[src/rtl/bmr_pkg.sv]
package bmr_pkg;
  typedef enum logic [3:0] {
    BMR_MODE_NONE = 4'h1,
    BMR_MODE_EPROM = 4'h2,
    BMR_MODE_HOST = 4'h4,
    BMR_MODE_EXT = 4'h8
  } bmr_mode_t;

  typedef enum logic [2:0] {
    BMR_ST_RESET = 3'h1,
    BMR_ST_LAUNCH = 3'h2,
    BMR_ST_RUN = 3'h4
  } bmr_state_t;

  localparam int BMR_PC_W = 24;
  localparam logic [23:0] BMR_RESET_VECTOR = 24'h008005;
  localparam logic [23:0] BMR_EXT_VECTOR = 24'h020000;
  localparam int BMR_SYNC_STAGES = 3;
  localparam int BMR_SDRAM_CLK_PINS = 2;
  localparam int BMR_HOST_WIDTH_BIT = 0;
endpackage

[src/rtl/bmr_sync.sv]
`timescale 1ns/1ps
module bmr_sync (
  // clock and reset
  input wire logic clk,
  input wire logic rst,
  // pin in, filtered level out
  input wire logic pin_i,
  output logic level_o
);
  logic [2:0] sh_q;
  logic [2:0] sh_d;
  logic lvl_q;
  logic lvl_d;

  always_comb begin
    sh_d = {sh_q[1:0], pin_i};
    // first stage is only read by the second
    lvl_d = (sh_q[1] == sh_q[2]) ? sh_q[2] : lvl_q;
  end

  always_ff @(posedge clk) begin
    if (rst) begin
      sh_q <= 3'h0;
      lvl_q <= 1'b0;
    end else begin
      sh_q <= sh_d;
      lvl_q <= lvl_d;
    end
  end

  assign level_o = lvl_q;
endmodule

[src/rtl/bmr_boot_cfg.sv]
`timescale 1ns/1ps
module bmr_boot_cfg
  import bmr_pkg::*;
(
  // clock and reset
  input wire logic clk,
  input wire logic rst,
  // straps and bus state pins
  input wire logic boot_source_select,
  input wire logic boot_memory_select_i,
  input wire logic suspend_bus_three_state_n,
  input wire logic bus_master,
  // configuration
  input wire logic [7:0] system_config_register,
  // core side
  input wire logic eprom_cs_req,
  // boot memory select pin
  output logic boot_memory_select_o,
  output logic boot_memory_select_oe,
  // sdram clock pins
  output logic [BMR_SDRAM_CLK_PINS-1:0] sdram_clock_out,
  output logic [BMR_SDRAM_CLK_PINS-1:0] sdram_clock_oe,
  // status to the core
  output bmr_mode_t boot_mode,
  output logic host_bus_width,
  output logic core_run,
  output logic [BMR_PC_W-1:0] fetch_addr,
  output logic fetch_start
);

  // synchronised pin levels
  logic src_sel_s;
  logic mem_sel_s;
  logic suspend_n_s;

  // boot mode capture
  bmr_mode_t mode_q;
  bmr_mode_t mode_d;

  logic host_width_q;
  logic host_width_d;

  // start-up sequencer
  bmr_state_t st_q;
  bmr_state_t st_d;

  logic [BMR_PC_W-1:0] pc_q;
  logic [BMR_PC_W-1:0] pc_d;

  // status to the core
  logic run_q;
  logic run_d;

  logic start_q;
  logic start_d;

  // chip select and pin drive
  logic cs_q;
  logic cs_d;

  logic drive;

  // straps and the suspend input come from pins; none of them is reset
  bmr_sync bmr_sync_src_inst (
    .clk(clk),
    .rst(1'b0),
    .pin_i(boot_source_select),
    .level_o(src_sel_s)
  );

  bmr_sync bmr_sync_mem_inst (
    .clk(clk),
    .rst(1'b0),
    .pin_i(boot_memory_select_i),
    .level_o(mem_sel_s)
  );

  bmr_sync bmr_sync_susp_inst (
    .clk(clk),
    .rst(1'b0),
    .pin_i(suspend_bus_three_state_n),
    .level_o(suspend_n_s)
  );

  // unknown strap levels fall to no boot rather than a guess at a loader
  function automatic bmr_mode_t decode_mode(input logic src, input logic mem);
    case ({src, mem})
      2'h2, 2'h3: begin
        decode_mode = BMR_MODE_EPROM;
      end

      2'h1: begin
        decode_mode = BMR_MODE_HOST;
      end

      2'h0: begin
        decode_mode = BMR_MODE_EXT;
      end

      default: begin
        decode_mode = BMR_MODE_EXT;
      end
    endcase
  endfunction

  // chip select and the pin enable both ask this
  function automatic logic is_eprom(input bmr_mode_t mode);
    is_eprom = (mode == BMR_MODE_EPROM);
  endfunction

  // straps are taken on every clock edge while reset is held; the last one before release wins
  always_comb begin
    mode_d = mode_q;
    host_width_d = host_width_q;

    if (rst) begin
      mode_d = decode_mode(src_sel_s, mem_sel_s);
      host_width_d = system_config_register[BMR_HOST_WIDTH_BIT];
    end
  end

  always_ff @(posedge clk) begin
    mode_q <= mode_d;
    host_width_q <= host_width_d;
  end

  // reset parks the sequencer; release walks it through launch into run
  always_comb begin
    st_d = st_q;
    pc_d = pc_q;

    if (rst) begin
      st_d = BMR_ST_RESET;
      pc_d = BMR_RESET_VECTOR;
    end else begin
      case (st_q)
        BMR_ST_RESET: begin
          st_d = BMR_ST_LAUNCH;
          pc_d = BMR_RESET_VECTOR;
        end

        BMR_ST_LAUNCH: begin
          // no boot skips the loader and fetches straight from external memory
          pc_d = (mode_q == BMR_MODE_EXT) ? BMR_EXT_VECTOR : BMR_RESET_VECTOR;
          st_d = BMR_ST_RUN;
        end

        BMR_ST_RUN: begin
          st_d = BMR_ST_RUN;
        end

        default: begin
          // a lost state goes back to reset rather than running on
          st_d = BMR_ST_RESET;
          pc_d = BMR_RESET_VECTOR;
        end
      endcase
    end
  end

  always_ff @(posedge clk) begin
    st_q <= st_d;
    pc_q <= pc_d;
  end

  // status comes from flops that track the sequencer's next state
  always_comb begin
    run_d = (st_d == BMR_ST_RUN);
    start_d = (st_d == BMR_ST_LAUNCH);
  end

  always_ff @(posedge clk) begin
    run_q <= run_d;
    start_q <= start_d;
  end

  // chip select idles high outside eprom mode and while in reset
  always_comb begin
    cs_d = 1'b1;

    if (!rst && is_eprom(mode_q)) begin
      cs_d = ~eprom_cs_req;
    end
  end

  always_ff @(posedge clk) begin
    cs_q <= cs_d;
  end

  // bus slave or suspend floats every three-statable output
  assign drive = bus_master & suspend_n_s;

  // clk already is the doubled rate; each pin toggles once per cycle
  // a flop per pin, so every clock pin has a driver of its own
  for (genvar i = 0; i < BMR_SDRAM_CLK_PINS; i++) begin : g_sdram_clk
    logic tog_q;
    logic tog_d;

    always_comb begin
      tog_d = rst ? 1'b0 : ~tog_q;
    end

    always_ff @(posedge clk) begin
      tog_q <= tog_d;
    end

    assign sdram_clock_out[i] = tog_q;
    assign sdram_clock_oe[i] = drive;
  end

  // the pin carries the registered select, high while idle
  assign boot_memory_select_o = cs_q;
  // in the other modes the line is an input and never driven
  assign boot_memory_select_oe = is_eprom(mode_q) && drive && !rst;

  assign boot_mode = mode_q;
  assign host_bus_width = host_width_q;

  assign core_run = run_q;
  assign fetch_addr = pc_q;
  assign fetch_start = start_q;

endmodule

[config.mk]
export PLATFORM = sky130hd
export DESIGN_NAME = bmr_boot_cfg
export DESIGN_NICKNAME = d
export VERILOG_FILES = /design/src/rtl/bmr_pkg.sv /design/src/rtl/bmr_sync.sv /design/src/rtl/bmr_boot_cfg.sv
export SDC_FILE = /design/constraint.sdc
export NUM_CORES = 1
export LEC_CHECK = 0
export BUFFER_PORTS_ARGS = -buffer_cell sky130_fd_sc_hd__buf_2
export CAP_MARGIN = 20
export CORE_MARGIN = 2
export CORE_UTILIZATION = 49
export CTS_BUF_LIST = sky130_fd_sc_hd__clkbuf_4 sky130_fd_sc_hd__clkbuf_8
export CTS_CLUSTER_DIAMETER = 120
export DETAILED_ROUTE_END_ITERATION = 8
export PLACE_DENSITY_LB_ADDON = 0.25
export SLEW_MARGIN = 10
export SYNTH_ARGS = -nofsm -noshare
export SYNTH_HDL_FRONTEND = slang
export SYNTH_SLANG_ARGS = --single-unit
[constraint.sdc]
create_clock -name clk -period 1.3 [get_ports clk]
set_input_delay 0.065 -clock clk [delete_from_list [all_inputs] [get_ports clk]]
set_output_delay 0.065 -clock clk [all_outputs]
set_load 0.1 [all_outputs]
# Word level (Yosys, flattened, before mapping)
# Index checks and enable logic that the tools add are counted.
dict set report totals {
  ff_bits 49
  latch_bits 0
  ram_bits 0
  romBits 0
  in_bits 15
  out_inout_bits 37
  word_cells 44
  mem_count 0
}
dict set report classes {
  n_addsub 0
  mul 0
  div 0
  order_cmp 0
  eq_ne 13
  n_shift 0
  muxes 5
  bitwise 4
  n_reduce_logical 7
}
# op n
set op_table {}
lappend op_table {{24-bit case mux with 2 select lines} 1}
lappend op_table {{18-bit two-way mux} 1}
lappend op_table {{4-bit case mux with 3 select lines} 1}
lappend op_table {{3-bit by 2-bit equality test with 1-bit output (second input constant)} 2}
lappend op_table {{3-bit equality test (second input constant)} 2}
lappend op_table {{3-bit case mux with 2 select lines} 1}
lappend op_table {{2-bit equality test (second input constant)} 2}
lappend op_table {{4-bit by 2-bit equality test with 1-bit output (second input constant)} 1}
lappend op_table {{4-bit equality test (second input constant)} 1}
lappend op_table {{2-bit OR reduction} 2}
lappend op_table {{1-bit equality test} 3}
lappend op_table {{3-bit by 1-bit equality test with 1-bit output (second input constant)} 1}
lappend op_table {{1-bit logical AND} 3}
lappend op_table {{3-bit two-way mux} 1}
lappend op_table {{1-bit inverter} 3}
lappend op_table {{2-bit by 1-bit equality test with 1-bit output (second input constant)} 1}
lappend op_table {{2-bit logical NOT} 1}
lappend op_table {{1-bit bitwise AND} 1}
lappend op_table {{1-bit logical NOT} 1}

# Logic depth before layout (Yosys ltp)
# Gate-level depths: netlist (run 1).
dict set report logic_depth {
  depth_word 5
  depth_mapped 2
  depth_no_buf 2
}

# By module
# A second synthesis (run 1) with hierarchy kept.
dict set report hier_totals {
  cells_unflattened 99
  hier_area_um2 1092.3
}
# mod n_inst cells_per_inst area_each_um2 seq_area_each_um2
set by_module_without_submodules {}
lappend by_module_without_submodules {bmr_boot_cfg 1 69 754.5 320.3}
lappend by_module_without_submodules {bmr_sync 3 10 112.6 80.1}

# Worst setup path after synthesis (run 1)
# OpenSTA, ideal clock, no wires.
dict set report synth_path {
  path_type {flip-flop to output port}
  from {register mode_q[1] (netlist: boot_mode[1])}
  to {output port boot_memory_select_oe}
  arrival_time_ps 2072
  required_ps 1235
  slack_ps -837
  path_stages_with_launch 3
  n_path_buf 0
  cell_sequence {edfxtp_1 nor4b_2 and2_1}
}
dict set report synth_between {
  elab_chain_cells 3
}
# element line_no
set synth_rtl {}
lappend synth_rtl {{from (decl)} bmr_boot_cfg.sv:37} ;# bmr_mode_t mode_q;
lappend synth_rtl {{from (signal assigned)} bmr_boot_cfg.sv:123} ;# mode_q <= mode_d;
lappend synth_rtl {{4-bit by 2-bit equality test with 1-bit output} bmr_boot_cfg.sv:108} ;# is_eprom = (mode == BMR_MODE_EPROM);
lappend synth_rtl {{1-bit logical AND (2 in series)} bmr_boot_cfg.sv:214} ;# assign boot_memory_select_oe = is_eprom(mode_q) && drive && !rst;
lappend synth_rtl {{to (decl)} bmr_boot_cfg.sv:19} ;# output logic boot_memory_select_oe,
# No other way between the ends.

# Final worst setup path (run 1)
dict set report layout_path {
  from {register mode_q[2] (netlist: boot_mode[2])}
  to {output port boot_memory_select_oe}
}
# Same word-level chain as after synthesis.

==> results of run 1 <==
==> final cells by class <==
cell class              instances  area (µm²)
fillers                       179         768
flip-flops and latches         26         592
multi-input cells              44         272
repair buffers                 31         226
well taps                      27        33.8
clock buffers                   3        22.5
clock inverters                 1        3.75
inverters                       1        3.75
==> metrics by stage <==
| stage | std cells | hold WS [ps] | area (µm²) | total power (W) |
|---|---|---|---|---|
| 4_1_cts | 132 | -23.7 | 1130 | 0.00191 |
| 6_report | 133 | -9.86 | 1150 | 0.00191 |
| 3_3_place_gp | 122 | 169 | 1040 | 0.00157 |
| 3_5_place_dp | 122 | 169 | 1040 | 0.00158 |
| 5_1_grt | 133 | -39.6 | 1150 | 0.00199 |
| 2_1_floorplan | 99 | 92.7 | 1070 | 0.00157 |
==> cells by family (layout without fill, tap and decap cells) <==
logic type	Yosys count	count (layout)	share of synthesized area (%)
compound gates	3	3	2.41
other cells	1	21	0.380
xor+xnor	4	4	3.55
simple gates	16	16	12.4
flops	26	26	59.9
buf+inv	29	36	21.3
==> state kept, by name, summed over array words and instances, names as in the netlist <==
name / flops
bmr_sync_susp_inst.sh_q: 3
bmr_sync_susp_inst.level_o: 1
g_sdram_clk.tog_q: 2
bmr_sync_mem_inst.sh_q: 3
boot_mode: 3
bmr_sync_mem_inst.level_o: 1
bmr_sync_src_inst.level_o: 1
host_bus_width: 1
bmr_sync_src_inst.sh_q: 3
core_run: 1
fetch_addr: 2
st_q: 3
fetch_start: 1
boot_memory_select_o: 1
==> Yosys cell counts <==
cell      instances  area share (%)
buf_4            27              21
dfxtp_1          19              39
edfxtp_1          7              21
and2_1            4             2.5
nor2_1            4             1.5
nor4b_2           3             4.6
xnor2_1           3             2.7
nor2b_1           2             1.3
a21oi_1           1            0.51
a32o_1            1             1.0
a32oi_1           1            0.89
clkbuf_1          1            0.38
conb_1            1            0.38
inv_1             1            0.38
nand2_1           1            0.38
nor3b_2           1             1.3
nor4b_1           1            0.89
xor2_1            1            0.89
==> power by group through the flow <==
| stage | clock (W) | sequential [W] | combinational (W) |
|---|---|---|---|
| after floorplan | 0 | 0.00111 | 0.000464 |
| after global placement | 0 | 0.000964 | 0.000605 |
| after detailed placement | 0 | 0.000968 | 0.000607 |
| after CTS | 0.000339 | 0.000949 | 0.000627 |
| after global routing | 0.000379 | 0.000958 | 0.000654 |
| final | 0.000321 | 0.000948 | 0.000640 |
==> worst max-delay path: stages (launching register included) <==
cell and delay, ps:
edfxtp_1 450, nor4b_4 290, and2_4 190, buf_12 160
==> worst min-delay path by stage <==
stage | from | end
6_report | rst | boot_memory_select_o
5_1_grt | rst | boot_memory_select_o
4_1_cts | rst | boot_memory_select_o
3_5_place_dp | boot_memory_select_i | bmr_sync_mem_inst.sh_q[0]
3_3_place_gp | boot_memory_select_i | bmr_sync_mem_inst.sh_q[0]
2_1_floorplan | boot_memory_select_i | bmr_sync_mem_inst.sh_q[0]
==> metal layers <==
layer	vias up	global-route usage, %	share of wire, %
met2	26	17.4	50
met5	-	0	0
li1	267	-	-
met1	221	10.1	42
met3	0	2.76	7.9
met4	0	7.14	0
==> what timing repair did <==
action / CTS / global route
resized for setup: 3 / 4
endpoints found under the setup margin: 3 / 2
setup buffers: 1 / 1
hold endpoints to repair: 5 / 1
pin swaps: 1 / 0
==> results.sh, run 1 <==
export IMPL_r2r_start="boot_mode[2]"
export IMPL_outcome="finished, violations left"
export IMPL_antenna_left=0
export IMPL_layout_common_cells="conb_1 (21), buf_2 (19), dfxtp_1 (18)"
export IMPL_cts_root_buf="clkbuf_4"
export IMPL_peakVddDrop_uv=960
export IMPL_setup_violations_final=1
export IMPL_yosysWarnings=0
export IMPL_cts_tree="yes"
export IMPL_synth_area_per_cell_um2=12.5
export IMPL_maxSlewViolCount=0
export IMPL_fp_dieW_um=48.9
export IMPL_critPathArrivalTime_ps=1390
export IMPL_worstSetupStartpointType="flip-flop"
export IMPL_comb_power_share_pct=33.5
export IMPL_critical_path_class="flip-flop to output pin"
export IMPL_htree_levels=1
export IMPL_antenna_found_initial=0
export IMPL_core_area_um2=1920
export IMPL_cts_buffer_depth=2
export IMPL_post_route_drc_count=0
export IMPL_gp_congestion=0.763
export IMPL_holdPathStages=3
export IMPL_hpwl_um=852
export IMPL_tns_ps=-157
export IMPL_ys_ff_latch=26
export IMPL_rsz0062_at_grt="true"
export IMPL_hp_class="input pin to flip-flop"
export IMPL_clkLatencyLatePin_ps=300
export IMPL_wire_per_inst_um=8.96
export IMPL_hold_viol=1
export IMPL_fin_nets=122
export IMPL_violations="hold timing, setup timing"
export IMPL_r2r_end="fetch_addr[15]"
export IMPL_switching_share_pct=41.6
export IMPL_setup_slack_ps=-157
export IMPL_start_util_pct=51.3
export IMPL_seq_power_share_pct=49.7
export IMPL_power_switching_w=0.000795
export IMPL_reg2reg_setup_slack_ps=160
export IMPL_io_pins=52
export IMPL_die_h_um=48.9
export IMPL_cap_violations=0
export IMPL_intPower_w=0.00111
export IMPL_cts_made_buffers=3
export IMPL_dieArea_um2=2390
export IMPL_final_util_pct=60.0
export IMPL_synthCells=79
export IMPL_cts_sinks=26
export IMPL_worstRegToRegCells=4
export IMPL_final_common_cell="conb_1"
export IMPL_drt_vias_per_instance=3.86
export IMPL_cp_end_kind="output pin"
export IMPL_crit_fanout=2
export IMPL_rows=16
export IMPL_min_period_ps=1460
export IMPL_endpoint="boot_memory_select_oe"
export IMPL_grt_pass1_wl_mm=1.77
export IMPL_drive_gt1_share_pct=33.0
export IMPL_track_usage_pct=9.93
export IMPL_grt_pass1_vias=425
export IMPL_path_clk_slew_ps=120
export IMPL_drt_wl_total_mm=1.19
export IMPL_dpl_worst_slack_ps=135
export IMPL_fin_crit_sh_pct=112
export IMPL_fin_worst_skew_ps=1.62
export IMPL_crit_required_ps=1240
export IMPL_power_density_nw_per_um2=1650
export IMPL_holdWs_ps=-9.86
export IMPL_drtIter0Drc=3
export IMPL_area_growth_pct=17.0
export IMPL_grt_max_degree=15
export IMPL_first_pass_iters=4
export IMPL_ys_types=18
export IMPL_n_antenna_cell=0
export IMPL_gr_total_overflow=0
export IMPL_seq_area_frac_synth_pct=59.9
export IMPL_clock_fmax_ghz=0.686
export IMPL_leakagePower_nw=0.519
export IMPL_via_count=514
export IMPL_setup_worst_path_start="boot_mode[2]"
export IMPL_io_buffer_count=23
export IMPL_synth_area_um2=986
export IMPL_p_clk_share_pct=16.8
export IMPL_cts_hold_fix_buffers=5
No activity file was read; power rests on OpenSTA's default activity.
==> inputs of run 2 (changes only) <==
--- a/config.mk
+++ b/config.mk
@@ -8,7 +8,7 @@
 export BUFFER_PORTS_ARGS = -buffer_cell sky130_fd_sc_hd__buf_2
 export CAP_MARGIN = 20
 export CORE_MARGIN = 2
-export CORE_UTILIZATION = 49
+export CORE_UTILIZATION = 41
 export CTS_BUF_LIST = sky130_fd_sc_hd__clkbuf_4 sky130_fd_sc_hd__clkbuf_8
 export CTS_CLUSTER_DIAMETER = 120
 export DETAILED_ROUTE_END_ITERATION = 8
==> constraint.sdc (replaced) <==
create_clock -name clk -period 1.2 [get_ports clk]
set_input_delay 0.06 -clock clk [delete_from_list [all_inputs] [get_ports clk]]
set_output_delay 0.06 -clock clk [all_outputs]
set_load 0.1 [all_outputs]
==> results.sh, run 2 (synthesis gave the netlist of run 1 again) <==
export IMPL_crit_fanout=2
export IMPL_worstSetupStartpointType="flip-flop"
export IMPL_io_pins=52
export IMPL_register_area_um2=592
export IMPL_drt_wl_total_mm=1.31
export IMPL_n_antenna_cell=0
export IMPL_cts_tree="yes"
export IMPL_fp_dieW_um=53.0
export IMPL_leakagePower_nw=0.552
export IMPL_htree_levels=1
export IMPL_p_total_w=0.00217
export IMPL_cp_end_kind="output pin"
export IMPL_start_util_pct=44.1
export IMPL_worstRegToRegCells=3
export IMPL_r2r_end="fetch_addr[17]"
export IMPL_cts_made_buffers=3
export IMPL_hp_class="input pin to flip-flop"
export IMPL_antenna_left=0
export IMPL_path_clk_slew_ps=130
export IMPL_drtIter0Drc=3
export IMPL_drive_gt1_share_pct=35.5
export IMPL_fin_worst_skew_ps=5.33
export IMPL_antenna_found_initial=0
export IMPL_power_density_nw_per_um2=1760
export IMPL_rsz0062_at_grt="true"
export IMPL_post_route_drc_count=0
export IMPL_cts_hold_fix_buffers=5
export IMPL_io_buffer_count=23
export IMPL_first_pass_iters=3
export IMPL_gr_total_overflow=0
export IMPL_dieArea_um2=2810
export IMPL_grt_pass1_wl_mm=2.15
export IMPL_critPathArrivalTime_ps=1410
export IMPL_setup_violations_final=1
export IMPL_track_usage_pct=10.9
export IMPL_r2r_start="boot_mode[3]"
export IMPL_hpwl_mm=1.03
export IMPL_maxSlewViolCount=0
export IMPL_dpl_worst_slack_ps=64.0
export IMPL_cts_buffer_depth=2
export IMPL_final_common_cell="conb_1"
export IMPL_critical_path_class="flip-flop to output pin"
export IMPL_die_h_um=53.0
export IMPL_cap_violations=0
export IMPL_holdWs_ps=-8.35
export IMPL_min_delay_start="rst"
export IMPL_min_period_ps=1470
export IMPL_peakVddDrop_uv=950
export IMPL_rows=17
export IMPL_fin_crit_sh_pct=122
export IMPL_fin_nets=123
export IMPL_clock_fmax_ghz=0.681
export IMPL_drt_vias_per_instance=4.04
export IMPL_outcome="finished, violations left"
export IMPL_fillCellCount=203
export IMPL_layout_common_cells="conb_1 (21), dfxtp_1 (18), buf_2 (13)"
export IMPL_area_growth_pct=24.9
export IMPL_holdPathStages=3
export IMPL_min_to="boot_memory_select_o"
export IMPL_wire_per_inst_um=9.69
export IMPL_setup_slack_ps=-269
export IMPL_reg2reg_setup_slack_ps=130
export IMPL_grt_pass1_vias=511
export IMPL_via_count=546
export IMPL_multiInputGateArea_um2=274
export IMPL_clkLatencyLatePin_ps=310
export IMPL_crit_required_ps=1140
export IMPL_grt_max_degree=15
export IMPL_violations="hold timing, setup timing"
export IMPL_core_area_um2=2230
export IMPL_gp_congestion=0.639
export IMPL_cts_root_buf="clkbuf_4"
export IMPL_hold_viol=1
export IMPL_cts_sinks=26
## run 2: worst max-delay path by stage
stage                     cells after the start  slack (ps)               endpoint    startpoint
after floorplan                               2        -510  boot_memory_select_oe  boot_mode[1]
after global placement                        3          80  boot_memory_select_oe  boot_mode[2]
after detailed placement                      3          60  boot_memory_select_oe  boot_mode[2]
after CTS                                     3        -310  boot_memory_select_oe  boot_mode[2]
after global routing                          3        -340  boot_memory_select_oe  boot_mode[2]
final                                         3        -270  boot_memory_select_oe  boot_mode[2]
## run 2: timing repair
action / in CTS / in global routing
hold endpoints to repair: 5 / 1
resized for setup: 3 / 5
pin swaps: 1 / 0
setup buffers: 0 / 1
endpoints found under the setup margin: 4 / 9
## run 2: where the power goes
| part | leakage (nW) | internal [W] | switching, W | total [W] |
|---|---|---|---|---|
| sequential | 0.227 | 0.000977 | 0.0000522 | 0.00103 |
| clock | 0.0210 | 0.000185 | 0.000233 | 0.000419 |
| combinational | 0.303 | 0.000137 | 0.000588 | 0.000725 |
| total | 0.552 | 0.00130 | 0.000873 | 0.00217 |
## run 2: layer usage
layer	global-route usage, %	part of all wire (%)	up-vias
li1	-	-	266
met1	10.2	36	257
met2	20.4	56	20
met3	3.39	6.2	3
met4	6.41	1.6	0
met5	0	0	-
## run 2: critical path, cell delays in order, from the launching register on
cell and delay, ps:
edfxtp_1 450, nor4b_4 290, and2_4 190, buf_12 160
## run 2: final cells by class
cell class / instances / share of cell area [%]
clock buffer: 4 / 2.95
sequential: 26 / 48.1
multi-input combinational: 44 / 22.3
timing repair buffer: 32 / 23.6
inverter: 1 / 0.305
tap: 28 / 2.85
## run 2: per-stage QoR
step | hold WS [ps] | instance area, µm² | utilization (%) | cells | setup TNS (ps)
after CTS | -25.6 | 1220 | 54.5 | 135 | -311
after detailed placement | 164 | 1120 | 50.3 | 126 | 0
final | -8.35 | 1230 | 55.1 | 135 | -269
after global routing | -25.5 | 1230 | 55.1 | 135 | -462
after floorplan | 87.7 | 1070 | - | 99 | -1330
after global placement | 163 | 1120 | 50.3 | 126 | 0
